$ cat src/core/profile_bank_map.svh
// Constants of the profile and ramp-rate register bank.
// Assumes an 8-bit serial instruction address and 64-bit write data from the port.
`ifndef PROFILE_BANK_MAP_SVH
`define PROFILE_BANK_MAP_SVH

// ----------------------------------------
// Addresses
// ----------------------------------------
`define ADDR_RAMP_RATE 8'h0d
`define ADDR_PROFILE_FIRST 8'h0e
`define ADDR_PROFILE_LAST 8'h15
`define ADDR_MEMORY_DATA 8'h16

// ----------------------------------------
// Writable bit masks, reset values, slot count and memory depth
// ----------------------------------------
`define TONE_PROFILE_MASK 64'h3fff_ffff_ffff_ffff
`define MEMORY_PROFILE_MASK 64'h00ff_ffff_c0ff_c02f
`define RAMP_RATE_MASK 32'hffff_ffff
`define PROFILE_RESET 64'h0000_0000_0000_0000
`define RAMP_RATE_RESET 32'h0000_0000
`define PROFILE_COUNT 8
`define MEMORY_DEPTH 1024

`endif

$ cat src/core/profile_bank_pkg.sv
// Types of the profile and ramp-rate register bank.
// Assumes the map header is compiled alongside.
package profile_bank_pkg;

  // ----------------------------------------
  // Register layouts
  // ----------------------------------------
  typedef struct packed {
    logic [15:0] down_interval;
    logic [15:0] up_interval;
  } ramp_rate_type;

  typedef struct packed {
    logic [1:0] unused;
    logic [13:0] amplitude;
    logic [15:0] phase;
    logic [31:0] frequency;
  } tone_profile_type;

  typedef struct packed {
    logic [7:0] unused_high;
    logic [15:0] step_interval;
    logic [9:0] end_addr;
    logic [5:0] unused_mid;
    logic [9:0] start_addr;
    logic [7:0] unused_low;
    logic no_dwell;
    logic unused_bit;
    logic zero_cross;
    logic [2:0] mode;
  } memory_profile_type;

  typedef enum logic [2:0] {
    PLAY_IDLE = 3'b001,
    PLAY_RUN = 3'b010,
    PLAY_HALT = 3'b100
  } playback_state_type;

endpackage

$ cat src/core/memory_word_loader.sv
// Steers memory data writes from the start to the end address of a profile.
// Assumes one write strobe per word from the serial port.
`timescale 1ns/10ps
module memory_word_loader
  import profile_bank_pkg::*;
(
  input wire logic core_clk,
  input wire logic sys_rst,
  input wire logic word_write,
  input wire logic [31:0] word_data,
  input wire logic restart,
  input wire logic [9:0] start_addr,
  input wire logic [9:0] end_addr,
  output logic wr_en,
  output logic [9:0] wr_addr,
  output logic [31:0] wr_data
);

  logic armed_reg, armed_next;
  logic en_reg, en_next;
  logic [9:0] addr_reg, addr_next;
  logic [31:0] data_reg, data_next;

  // ----------------------------------------
  // Word sequence
  // ----------------------------------------
  always_comb begin
    armed_next = restart ? 1'b0 : armed_reg;
    en_next = word_write;
    addr_next = addr_reg;
    data_next = word_write ? word_data : data_reg;
    if (word_write) begin
      addr_next = armed_reg ? addr_reg + 10'h001 : start_addr;
      armed_next = (addr_next != end_addr);
    end
  end

  always_ff @(posedge core_clk or posedge sys_rst) begin
    if (sys_rst) begin
      armed_reg <= 1'b0;
      en_reg <= 1'b0;
      addr_reg <= 10'h000;
      data_reg <= 32'h0000_0000;
    end else begin
      armed_reg <= armed_next;
      en_reg <= en_next;
      addr_reg <= addr_next;
      data_reg <= data_next;
    end
  end

  assign wr_en = en_reg;
  assign wr_addr = addr_reg;
  assign wr_data = data_reg;
endmodule

$ cat src/core/ramp_slope_timer.sv
// Paces the digital ramp steps from the ramp rate register.
// Assumes enable and direction are synchronous to core_clk.
`timescale 1ns/10ps
module ramp_slope_timer
  import profile_bank_pkg::*;
(
  input wire logic core_clk,
  input wire logic sys_rst,
  input wire logic enable,
  input wire logic descending,
  input wire ramp_rate_type rate,
  output logic step_pulse
);

  logic [15:0] count_reg, count_next;
  logic step_reg, step_next;
  logic [15:0] interval;

  // ----------------------------------------
  // Interval count
  // ----------------------------------------
  always_comb begin
    interval = descending ? rate.down_interval : rate.up_interval;
    count_next = count_reg + 16'h0001;
    step_next = 1'b0;
    if (!enable) begin
      count_next = 16'h0000;
    end else if (count_next >= interval) begin
      count_next = 16'h0000;
      step_next = 1'b1;
    end
  end

  always_ff @(posedge core_clk or posedge sys_rst) begin
    if (sys_rst) begin
      count_reg <= 16'h0000;
      step_reg <= 1'b0;
    end else begin
      count_reg <= count_next;
      step_reg <= step_next;
    end
  end

  assign step_pulse = step_reg;
endmodule

$ cat src/core/synth_profile_register_bank.sv
// Profile slots, ramp rate register and memory data port of the synthesizer.
// Assumes the serial port hands over whole registers as one-cycle strobes.
`timescale 1ns/10ps
`include "profile_bank_map.svh"
module synth_profile_register_bank
  import profile_bank_pkg::*;
#(
  parameter int PROFILES = `PROFILE_COUNT
)
(
  input wire logic core_clk,
  input wire logic sys_rst,
  input wire logic cfg_wr,
  input wire logic cfg_rd,
  input wire logic [7:0] cfg_addr,
  input wire logic [63:0] cfg_wdata,
  output logic [63:0] cfg_rdata,
  output logic cfg_rvalid,
  input wire logic memory_enable,
  input wire logic [3:0] internal_profile_ctl,
  input wire logic ramp_enable,
  input wire logic parallel_port_enable,
  input wire logic ramp_descending,
  input wire logic memory_ramp_up,
  input wire logic memory_direct_switch,
  input wire logic playback_start,
  input wire logic [2:0] profile_pins,
  output logic [2:0] active_profile,
  output logic tone_mode,
  output logic memory_mode,
  output logic [13:0] output_amplitude_scale,
  output logic [15:0] phase_offset_value,
  output logic [31:0] frequency_increment_word,
  output logic ramp_step,
  output logic zero_cross_enable,
  output logic [2:0] memory_mode_select,
  output logic [9:0] playback_addr,
  output logic playback_busy,
  output logic mem_wr_en,
  output logic [9:0] mem_wr_addr,
  output logic [31:0] mem_wr_data
);

  // ----------------------------------------
  // Parameter check
  // ----------------------------------------
  if (PROFILES != 8) begin : gen_profile_check
    $error("profile slot count must be eight");
  end

  // ----------------------------------------
  // Helpers
  // ----------------------------------------
  function automatic logic is_profile(input logic [7:0] addr);
    return (addr >= `ADDR_PROFILE_FIRST) && (addr <= `ADDR_PROFILE_LAST);
  endfunction

  function automatic logic [2:0] slot_of(input logic [7:0] addr);
    logic [7:0] diff;
    diff = addr - `ADDR_PROFILE_FIRST;
    return diff[2:0];
  endfunction

  // ----------------------------------------
  // Register storage
  // ----------------------------------------
  logic [63:0] profile_reg [PROFILES];
  logic [63:0] profile_next [PROFILES];
  ramp_rate_type ramp_rate_reg, ramp_rate_next;
  logic [63:0] rdata_reg, rdata_next;
  logic rvalid_reg, rvalid_next;
  logic mem_view, tone_view;
  logic [63:0] write_mask;

  always_comb begin
    mem_view = memory_enable;
    tone_view = !memory_enable && !ramp_enable && !parallel_port_enable;
    write_mask = mem_view ? `MEMORY_PROFILE_MASK : `TONE_PROFILE_MASK;
    for (int i = 0; i < PROFILES; i++) begin
      profile_next[i] = profile_reg[i];
    end
    ramp_rate_next = ramp_rate_reg;
    if (cfg_wr && is_profile(cfg_addr)) begin
      profile_next[slot_of(cfg_addr)] = cfg_wdata & write_mask;
    end
    if (cfg_wr && cfg_addr == `ADDR_RAMP_RATE) begin
      ramp_rate_next = cfg_wdata[31:0] & `RAMP_RATE_MASK;
    end
    rvalid_next = cfg_rd;
    rdata_next = rdata_reg;
    if (cfg_rd) begin
      if (is_profile(cfg_addr)) begin
        rdata_next = profile_reg[slot_of(cfg_addr)] & write_mask;
      end else if (cfg_addr == `ADDR_RAMP_RATE) begin
        rdata_next = {32'h0000_0000, ramp_rate_reg};
      end else begin
        rdata_next = 64'h0000_0000_0000_0000;
      end
    end
  end

  always_ff @(posedge core_clk or posedge sys_rst) begin
    if (sys_rst) begin
      for (int i = 0; i < PROFILES; i++) begin
        profile_reg[i] <= `PROFILE_RESET;
      end
      ramp_rate_reg <= `RAMP_RATE_RESET;
      rdata_reg <= 64'h0000_0000_0000_0000;
      rvalid_reg <= 1'b0;
    end else begin
      for (int i = 0; i < PROFILES; i++) begin
        profile_reg[i] <= profile_next[i];
      end
      ramp_rate_reg <= ramp_rate_next;
      rdata_reg <= rdata_next;
      rvalid_reg <= rvalid_next;
    end
  end

  // ----------------------------------------
  // Active profile and playback
  // ----------------------------------------
  playback_state_type state_reg, state_next;
  logic [2:0] prof_reg, prof_next;
  logic [9:0] paddr_reg, paddr_next;
  logic [15:0] pcount_reg, pcount_next;
  logic auto_reg, auto_next;
  logic auto_mode, advance;
  logic [2:0] auto_limit;
  tone_profile_type tone_sel;
  memory_profile_type mem_sel;
  memory_profile_type adv_sel;

  always_comb begin
    auto_mode = memory_enable && internal_profile_ctl != 4'h0;
    auto_limit = internal_profile_ctl[3] ? 3'h7 : internal_profile_ctl[2:0];
    tone_sel = profile_reg[prof_reg];
    mem_sel = profile_reg[prof_reg];
    adv_sel = mem_sel;
    state_next = state_reg;
    paddr_next = paddr_reg;
    pcount_next = pcount_reg;
    advance = 1'b0;
    auto_next = auto_mode;
    prof_next = profile_pins;
    if (auto_mode) begin
      prof_next = auto_reg ? prof_reg : 3'h0;
    end
    unique case (state_reg)
      PLAY_IDLE, PLAY_HALT: begin
        if (mem_view && playback_start) begin
          state_next = PLAY_RUN;
          paddr_next = mem_sel.start_addr;
          pcount_next = 16'h0000;
        end
      end
      PLAY_RUN: begin
        pcount_next = pcount_reg + 16'h0001;
        if (!mem_view) begin
          state_next = PLAY_IDLE;
        end else if (pcount_next >= mem_sel.step_interval) begin
          pcount_next = 16'h0000;
          if (paddr_reg == mem_sel.end_addr) begin
            state_next = PLAY_HALT;
            if (memory_ramp_up && mem_sel.no_dwell) begin
              paddr_next = mem_sel.start_addr;
            end
            advance = auto_mode && auto_reg;
          end else begin
            paddr_next = paddr_reg + 10'h001;
          end
        end
      end
      default: begin
        state_next = PLAY_IDLE;
      end
    endcase
    if (advance) begin
      prof_next = (prof_reg == auto_limit) ? 3'h0 : prof_reg + 3'h1;
      state_next = PLAY_RUN;
      adv_sel = profile_reg[prof_next];
      paddr_next = adv_sel.start_addr;
    end
  end

  always_ff @(posedge core_clk or posedge sys_rst) begin
    if (sys_rst) begin
      state_reg <= PLAY_IDLE;
      prof_reg <= 3'h0;
      paddr_reg <= 10'h000;
      pcount_reg <= 16'h0000;
      auto_reg <= 1'b0;
    end else begin
      state_reg <= state_next;
      prof_reg <= prof_next;
      paddr_reg <= paddr_next;
      pcount_reg <= pcount_next;
      auto_reg <= auto_next;
    end
  end

  // ----------------------------------------
  // Decoded outputs
  // ----------------------------------------
  logic tone_reg, mem_reg, zc_reg;
  logic [13:0] amp_reg;
  logic [15:0] phase_reg;
  logic [31:0] freq_reg;
  logic [2:0] msel_reg;

  always_ff @(posedge core_clk or posedge sys_rst) begin
    if (sys_rst) begin
      tone_reg <= 1'b0;
      mem_reg <= 1'b0;
      zc_reg <= 1'b0;
      amp_reg <= 14'h0000;
      phase_reg <= 16'h0000;
      freq_reg <= 32'h0000_0000;
      msel_reg <= 3'h0;
    end else begin
      tone_reg <= tone_view;
      mem_reg <= mem_view;
      zc_reg <= mem_view && memory_direct_switch && mem_sel.zero_cross;
      amp_reg <= tone_sel.amplitude;
      phase_reg <= tone_sel.phase;
      freq_reg <= tone_sel.frequency;
      msel_reg <= mem_sel.mode;
    end
  end

  ramp_slope_timer u_ramp (
    .core_clk(core_clk),
    .sys_rst(sys_rst),
    .enable(ramp_enable),
    .descending(ramp_descending),
    .rate(ramp_rate_reg),
    .step_pulse(ramp_step)
  );

  memory_word_loader u_loader (
    .core_clk(core_clk),
    .sys_rst(sys_rst),
    .word_write(cfg_wr && cfg_addr == `ADDR_MEMORY_DATA),
    .word_data(cfg_wdata[31:0]),
    .restart(cfg_wr && is_profile(cfg_addr)),
    .start_addr(mem_sel.start_addr),
    .end_addr(mem_sel.end_addr),
    .wr_en(mem_wr_en),
    .wr_addr(mem_wr_addr),
    .wr_data(mem_wr_data)
  );

  assign cfg_rdata = rdata_reg;
  assign cfg_rvalid = rvalid_reg;
  assign active_profile = prof_reg;
  assign tone_mode = tone_reg;
  assign memory_mode = mem_reg;
  assign output_amplitude_scale = amp_reg;
  assign phase_offset_value = phase_reg;
  assign frequency_increment_word = freq_reg;
  assign zero_cross_enable = zc_reg;
  assign memory_mode_select = msel_reg;
  assign playback_addr = paddr_reg;
  // Run bit of the one-hot state register
  assign playback_busy = state_reg[1];
endmodule

$ cat config.mk
export PLATFORM = sky130hd
export DESIGN_NAME = synth_profile_register_bank
export DESIGN_NICKNAME = d
export VERILOG_FILES = /design/src/core/profile_bank_pkg.sv /design/src/core/memory_word_loader.sv /design/src/core/ramp_slope_timer.sv /design/src/core/synth_profile_register_bank.sv
export VERILOG_INCLUDE_DIRS = /design/src /design/src/core
export SDC_FILE = /design/constraint.sdc
export NUM_CORES = 2
export LEC_CHECK = 0
export BUFFER_PORTS_ARGS = -buffer_cell sky130_fd_sc_hd__buf_2
export CAP_MARGIN = 20
export CORE_ASPECT_RATIO = 1.25
export CORE_MARGIN = 2
export CORE_UTILIZATION = 50
export DETAILED_ROUTE_END_ITERATION = 10
export MAX_ROUTING_LAYER = met4
export PLACE_DENSITY = 0.68
export RECOVER_POWER = 50
export SLEW_MARGIN = 20
export SYNTH_ARGS = -nofsm -noshare
export SYNTH_HDL_FRONTEND = slang
export SYNTH_HIERARCHICAL = 1
export SYNTH_SLANG_ARGS = --single-unit
export TNS_END_PERCENT = 30
$ cat constraint.sdc
create_clock -name core_clk -period 44.7 [get_ports core_clk]
set_input_delay 2.235 -clock core_clk [delete_from_list [all_inputs] [get_ports core_clk]]
set_output_delay 2.235 -clock core_clk [all_outputs]
set_load 0.01 [all_outputs]
==> Word-level counts from Yosys, hierarchy flattened <==
Index checks and enable logic that the tools add are counted.
{ "totals": {"word_cells": 138, "regBits": 771, "inputBits": 90} }
{ "classes": {"reduce_logical": 24, "eq_ne": 16, "n_mux": 49, "bitwise": 5, "add_sub_neg": 6, "order_cmp": 8} }
{ "op_table": {"columns": ["operator", "count"], "rows": [
  ["$bmux 64 s3", 3],
  ["$bwmux 512", 1],
  ["$mux 64", 4],
  ["$demux 64 s3", 1],
  ["$mux 62", 3],
  ["$and 64x62->64", 2],
  ["$mux 16", 6],
  ["$mux 10", 7],
  ["$mux 24", 2],
  ["$add 16x1->16 const B", 2],
  ["$ge 16x16->1", 2],
  ["$mux 32", 1],
  ["$pmux 16 s2", 1],
  ["$mux 3", 10],
  ["$add 10x1->10 const B", 2],
  ["$pmux 10 s2", 1],
  ["$logic_and 1x1->1", 13],
  ["$ge 4x4->1 const B", 3],
  ["$ne 4x4->1 const B", 3],
  ["$not 3->4", 3],
  ["$eq 10x10->1", 1],
  ["$ne 10x10->1", 1],
  ["$ne 3x3->1 const B", 3],
  ["$eq 8x4->1 const B", 1],
  ["other kinds (22)", 32]
]} }

==> Logic depth before layout (Yosys ltp) <==
{ "depth": {"depth_word": 11, "mapped_depth": 23} }

==> Cells and area by module <==
Netlist, hierarchy kept.
{ "by_module_without_submodules": {"columns": ["module", "instances", "seq_area_each_um2", "area_each_um2", "cells_each"], "rows": [
  ["synth_profile_register_bank", 1, 17242.8, 34042.6, 2559],
  ["memory_word_loader", 1, 1101.1, 2279.7, 210],
  ["ramp_slope_timer", 1, 425.4, 1535.2, 135]
]} }

==> Worst setup path before layout <==
OpenSTA, ideal clock, no wires.
{ "synth_timing": {"path_type": "reg2reg", "start": "register prof_reg[0] (netlist: active_profile[0])", "end": "register paddr_reg[2] (netlist: playback_addr[2])", "t_arrival_ps": 5064, "n_path_buf": 9, "slack_ps": 39515, "period_less_slack_ps": 5185, "setup_ps": 121, "path_stages_with_launch": 22, "path_cell_list": "dfrtp_1 buf_6 buf_4 buf_2 buf_2 buf_4 buf_2 buf_2 buf_2 mux4_2 mux2i_1 ha_1 a21o_1 a21o_1 a221o_1 a31o_2 a211o_1 nand2_1 a31o_1 buf_6 nor2_1 o22a_1"} }
{ "synth_between": {"elab_chain_len": 11} }
{ "synth_rtl": {"columns": ["element", "line_no", "text"], "rows": [
  ["start, declared", "synth_profile_register_bank.sv:124", "logic [2:0] prof_reg, prof_next;"],
  ["start signal, assigned", "synth_profile_register_bank.sv:195", "prof_reg <= prof_next;"],
  ["branches (longest 11 deep; another with $ge 16x16->1)", null, null],
  ["end signal, assigned", "synth_profile_register_bank.sv:196", "paddr_reg <= paddr_next;"],
  ["end, declared", "synth_profile_register_bank.sv:125", "logic [9:0] paddr_reg, paddr_next;"]
]} }
Several ways; the timed one is not identified. The select of a mux whose other input is x is not followed.
A chain may end at the register's enable or synchronous reset.

==> metrics.md <==
| Metric | Value |
|---|---|
| CTS Buf Count | 78 |
| Final ANT Viol Nets | 0 |
| Clock Latency Late Sink | 640 ps |
| CTS max path bufs | 3 |
| Share of the synthesized area in the top cell type | 49.5% |
| Most frequent cells in the layout | 748 x dfrtp_1, 415 x mux2_2, 245 x nand2_1 |
| Via count | 26000 |
| Max reg flops | 496 |
| Die Height | 312 µm |
| I/O pin total | 281 |
| DRT Wirelength | 108000 µm |
| Synth Cell Area | 0.0379 mm² |
| Crit path top cell by count | clkbuf_1 |
| WL/cell | 26.2 µm |
| DR iter-0 viols | 2140 |
| Number of synthesized register bits | 750 |
| Final Max Tran Viols | 901 |
| Initial antenna violation count | 8 |
| Synth area leader | dfrtp_1 |
| WHS | 500 ps |
| Nets | 3221 |
| Hold_sp | profile_reg[135] |
| Fin crit share | 35.7% |
| H-tree levels | 3 |
| Final setup fails | 0 |
| Setup crit start | sys_rst |
| Die ar. | 0.0779 mm² |
| Core Rows | 112 |
| Critical path class | input port to asynchronous set/reset pin |
| Crit-path max cell delay | 7090 ps |
| Final hold viol count | 0 |
| Core ar. | 0.0748 mm² |
| CP max FO | 185 |
| Clock skew | 23.7 ps |
| Failing checks | max-capacitance violations, max-slew violations |
| Post-synthesis cell count | 2904 |
| First-pass GRT wire length | 167000 µm |
| Most used DFF post-synth | dfrtp_1 |
| Yosys cell types | 86 |
| Initial core utilization | 50.6% |
| Crit path DAT | 12810 ps |
| EDFF count, synth | 0 |
| Via density | 6.29 |
| Yosys warnings | 6 |
| Die Width | 250 µm |
| Share of cells above drive strength 1 | 30.1% |
| Vias in the first global route | 27600 |
| CTS tree | done |
| Worst r2r src | active_profile[1] |
| # hold bufs at CTS | 0 |
| Crit start category | input port |
| Power per Cell Area | 38.2 mW/mm² |
| Clk sinks | 750 |
| RSZ-0062 raised after global routing | no |
| Setup WS pre-CTS | 38420 ps |
| Port Buffers | 276 |
| Final TNS setup | 0 ps |
| Outcome | finished, violations left |
| Final GP Congestion | 0.895 |
| Relative slew slack | -549% |
| Synth top area cells | dfrtp_1 50%, mux4_2 14%, mux2_2 13%, mux2i_1 3.9%, o21ai_0 2.6% |
| Post_cts resized | 0 |
| Fmax achieved | 62.6 MHz |
| CP max stage cell | clkbuf_1 |
| Worst Hold Class | register to register |
| CTS root buf | clkbuf_16 |
| P&R area growth vs syn | 11.7% |
| Mapped Avg Cell Area | 13.0 µm² |
| Max-Cap Viols | 15 |
| Crit path time final | 15980 ps |
| Crit path setup slack, layout | 28720 ps |
| Dpl hpwl | 67400 µm |
| DRC Markers | 0 |
| Register area share after synthesis | 49.6% |
| DR pass1 iterations | 5 |
| Total track usage | 28.9% |
| Peak supply drop | 0.0000290 V |
| Largest net degree at the start of global routing | 186 |
| Cell Chain, Critical Path | clkbuf_1 > clkinvlp_2 > clkbuf_1 |
| Clock-pin slew on the worst setup and hold paths | 60 ps |
| Critical Path RT | 41530 ps |
| Setup Buffers After CTS | 0 |
| Crit. End Element | asynchronous set/reset pin |
| Commonest non-fill, non-tap cell in the layout | dfrtp_1 |
| Pleak | 19.4 nW |
| Asr flop ratio synth | 100% |
| Grt total ovfl | 0 |
| Slew @ Worst Pin | 9740 ps |
[layout make-up]
cell class | instances | area (µm²)
Fill cell | 6232 | 32600
Sequential cell | 750 | 18800
Multi-Input combinational cell | 1871 | 17900
Clock buffer | 108 | 2260
Timing Repair Buffer | 318 | 1450
Tap cell | 969 | 1210
Clock inverter | 33 | 370
Inverter | 71 | 268
Antenna cell | 7 | 17.5
[cells in the mapped netlist, types with 30 or more instances]
| master | count |
|---|---|
| dfrtp_1 | 749 |
| mux2_2 | 434 |
| nand2_1 | 251 |
| mux4_2 | 242 |
| o21ai_0 | 197 |
| mux2i_1 | 146 |
| clkbuf_1 | 126 |
| a21oi_1 | 107 |
| nor2_1 | 106 |
| inv_1 | 71 |
| o22ai_1 | 49 |
| buf_1 | 46 |
| ha_1 | 41 |
| xnor2_1 | 33 |
| xor2_1 | 30 |
[cell families (layout without fill, tap and decap cells)]
kind of cell             after synthesis  count (layout)  synth area share (%)
buffers and inverters                284             530                  3.19
flip-flops                           750             750                  49.6
AND/OR/NAND/NOR                      488             488                  6.02
adder cells (fa/ha/maj)               41              41                  1.36
other                                  1               9               0.00991
multiplexers                         822             822                  31.2
XOR/XNOR                              63              63                  1.46
AO/OA/AOI/OAI                        455             455                  7.22
[metal layers]
layer | GRT usage, % | wire, µm
met5 | - | 0
met4 | 11.4 | 4020
met3 | 5.22 | 6710
met2 | 47.7 | 54600
met1 | 35.4 | 42900
[where the power goes]
| part | switching, mW | total (mW) | internal (mW) | leakage, nW |
|---|---|---|---|---|
| registers | 0.0316 | 0.743 | 0.711 | 10.3 |
| clock network | 0.281 | 0.675 | 0.395 | 1.29 |
| logic | 0.114 | 0.199 | 0.0841 | 7.83 |
[path summary, 6_finish.rpt]
path | depth (start not counted) | end | slack (ps)
setup / recovery | 3 | active_profile[0] | 28720
hold reg to reg | 2 | profile_reg[135] | 500
setup reg to reg | 11 | playback_addr[8] | 35680
max in group core_clk | 9 | profile_reg[145] | 35440
hold / removal | 2 | profile_reg[135] | 500
min in group asynchronous | 2 | u_ramp/count_reg[2] | 1820
[critical path: cells and delay by family]
family / cells / cell delay (ps)
buffers and inverters: 3 / 10450
[stage by stage]
stage               power, mW  instances  utilization [%]  cell area, µm²
global route             1.67       4126             56.5           42300
floorplan               0.885       2905                -           37900
CTS                      1.63       4118             56.9           42600
global placement        0.947       3977             53.4           40000
finish                   1.62       4127             56.5           42300
detailed placement      0.956       3977             53.4           40000
Power figures use the tool's default switching activity.
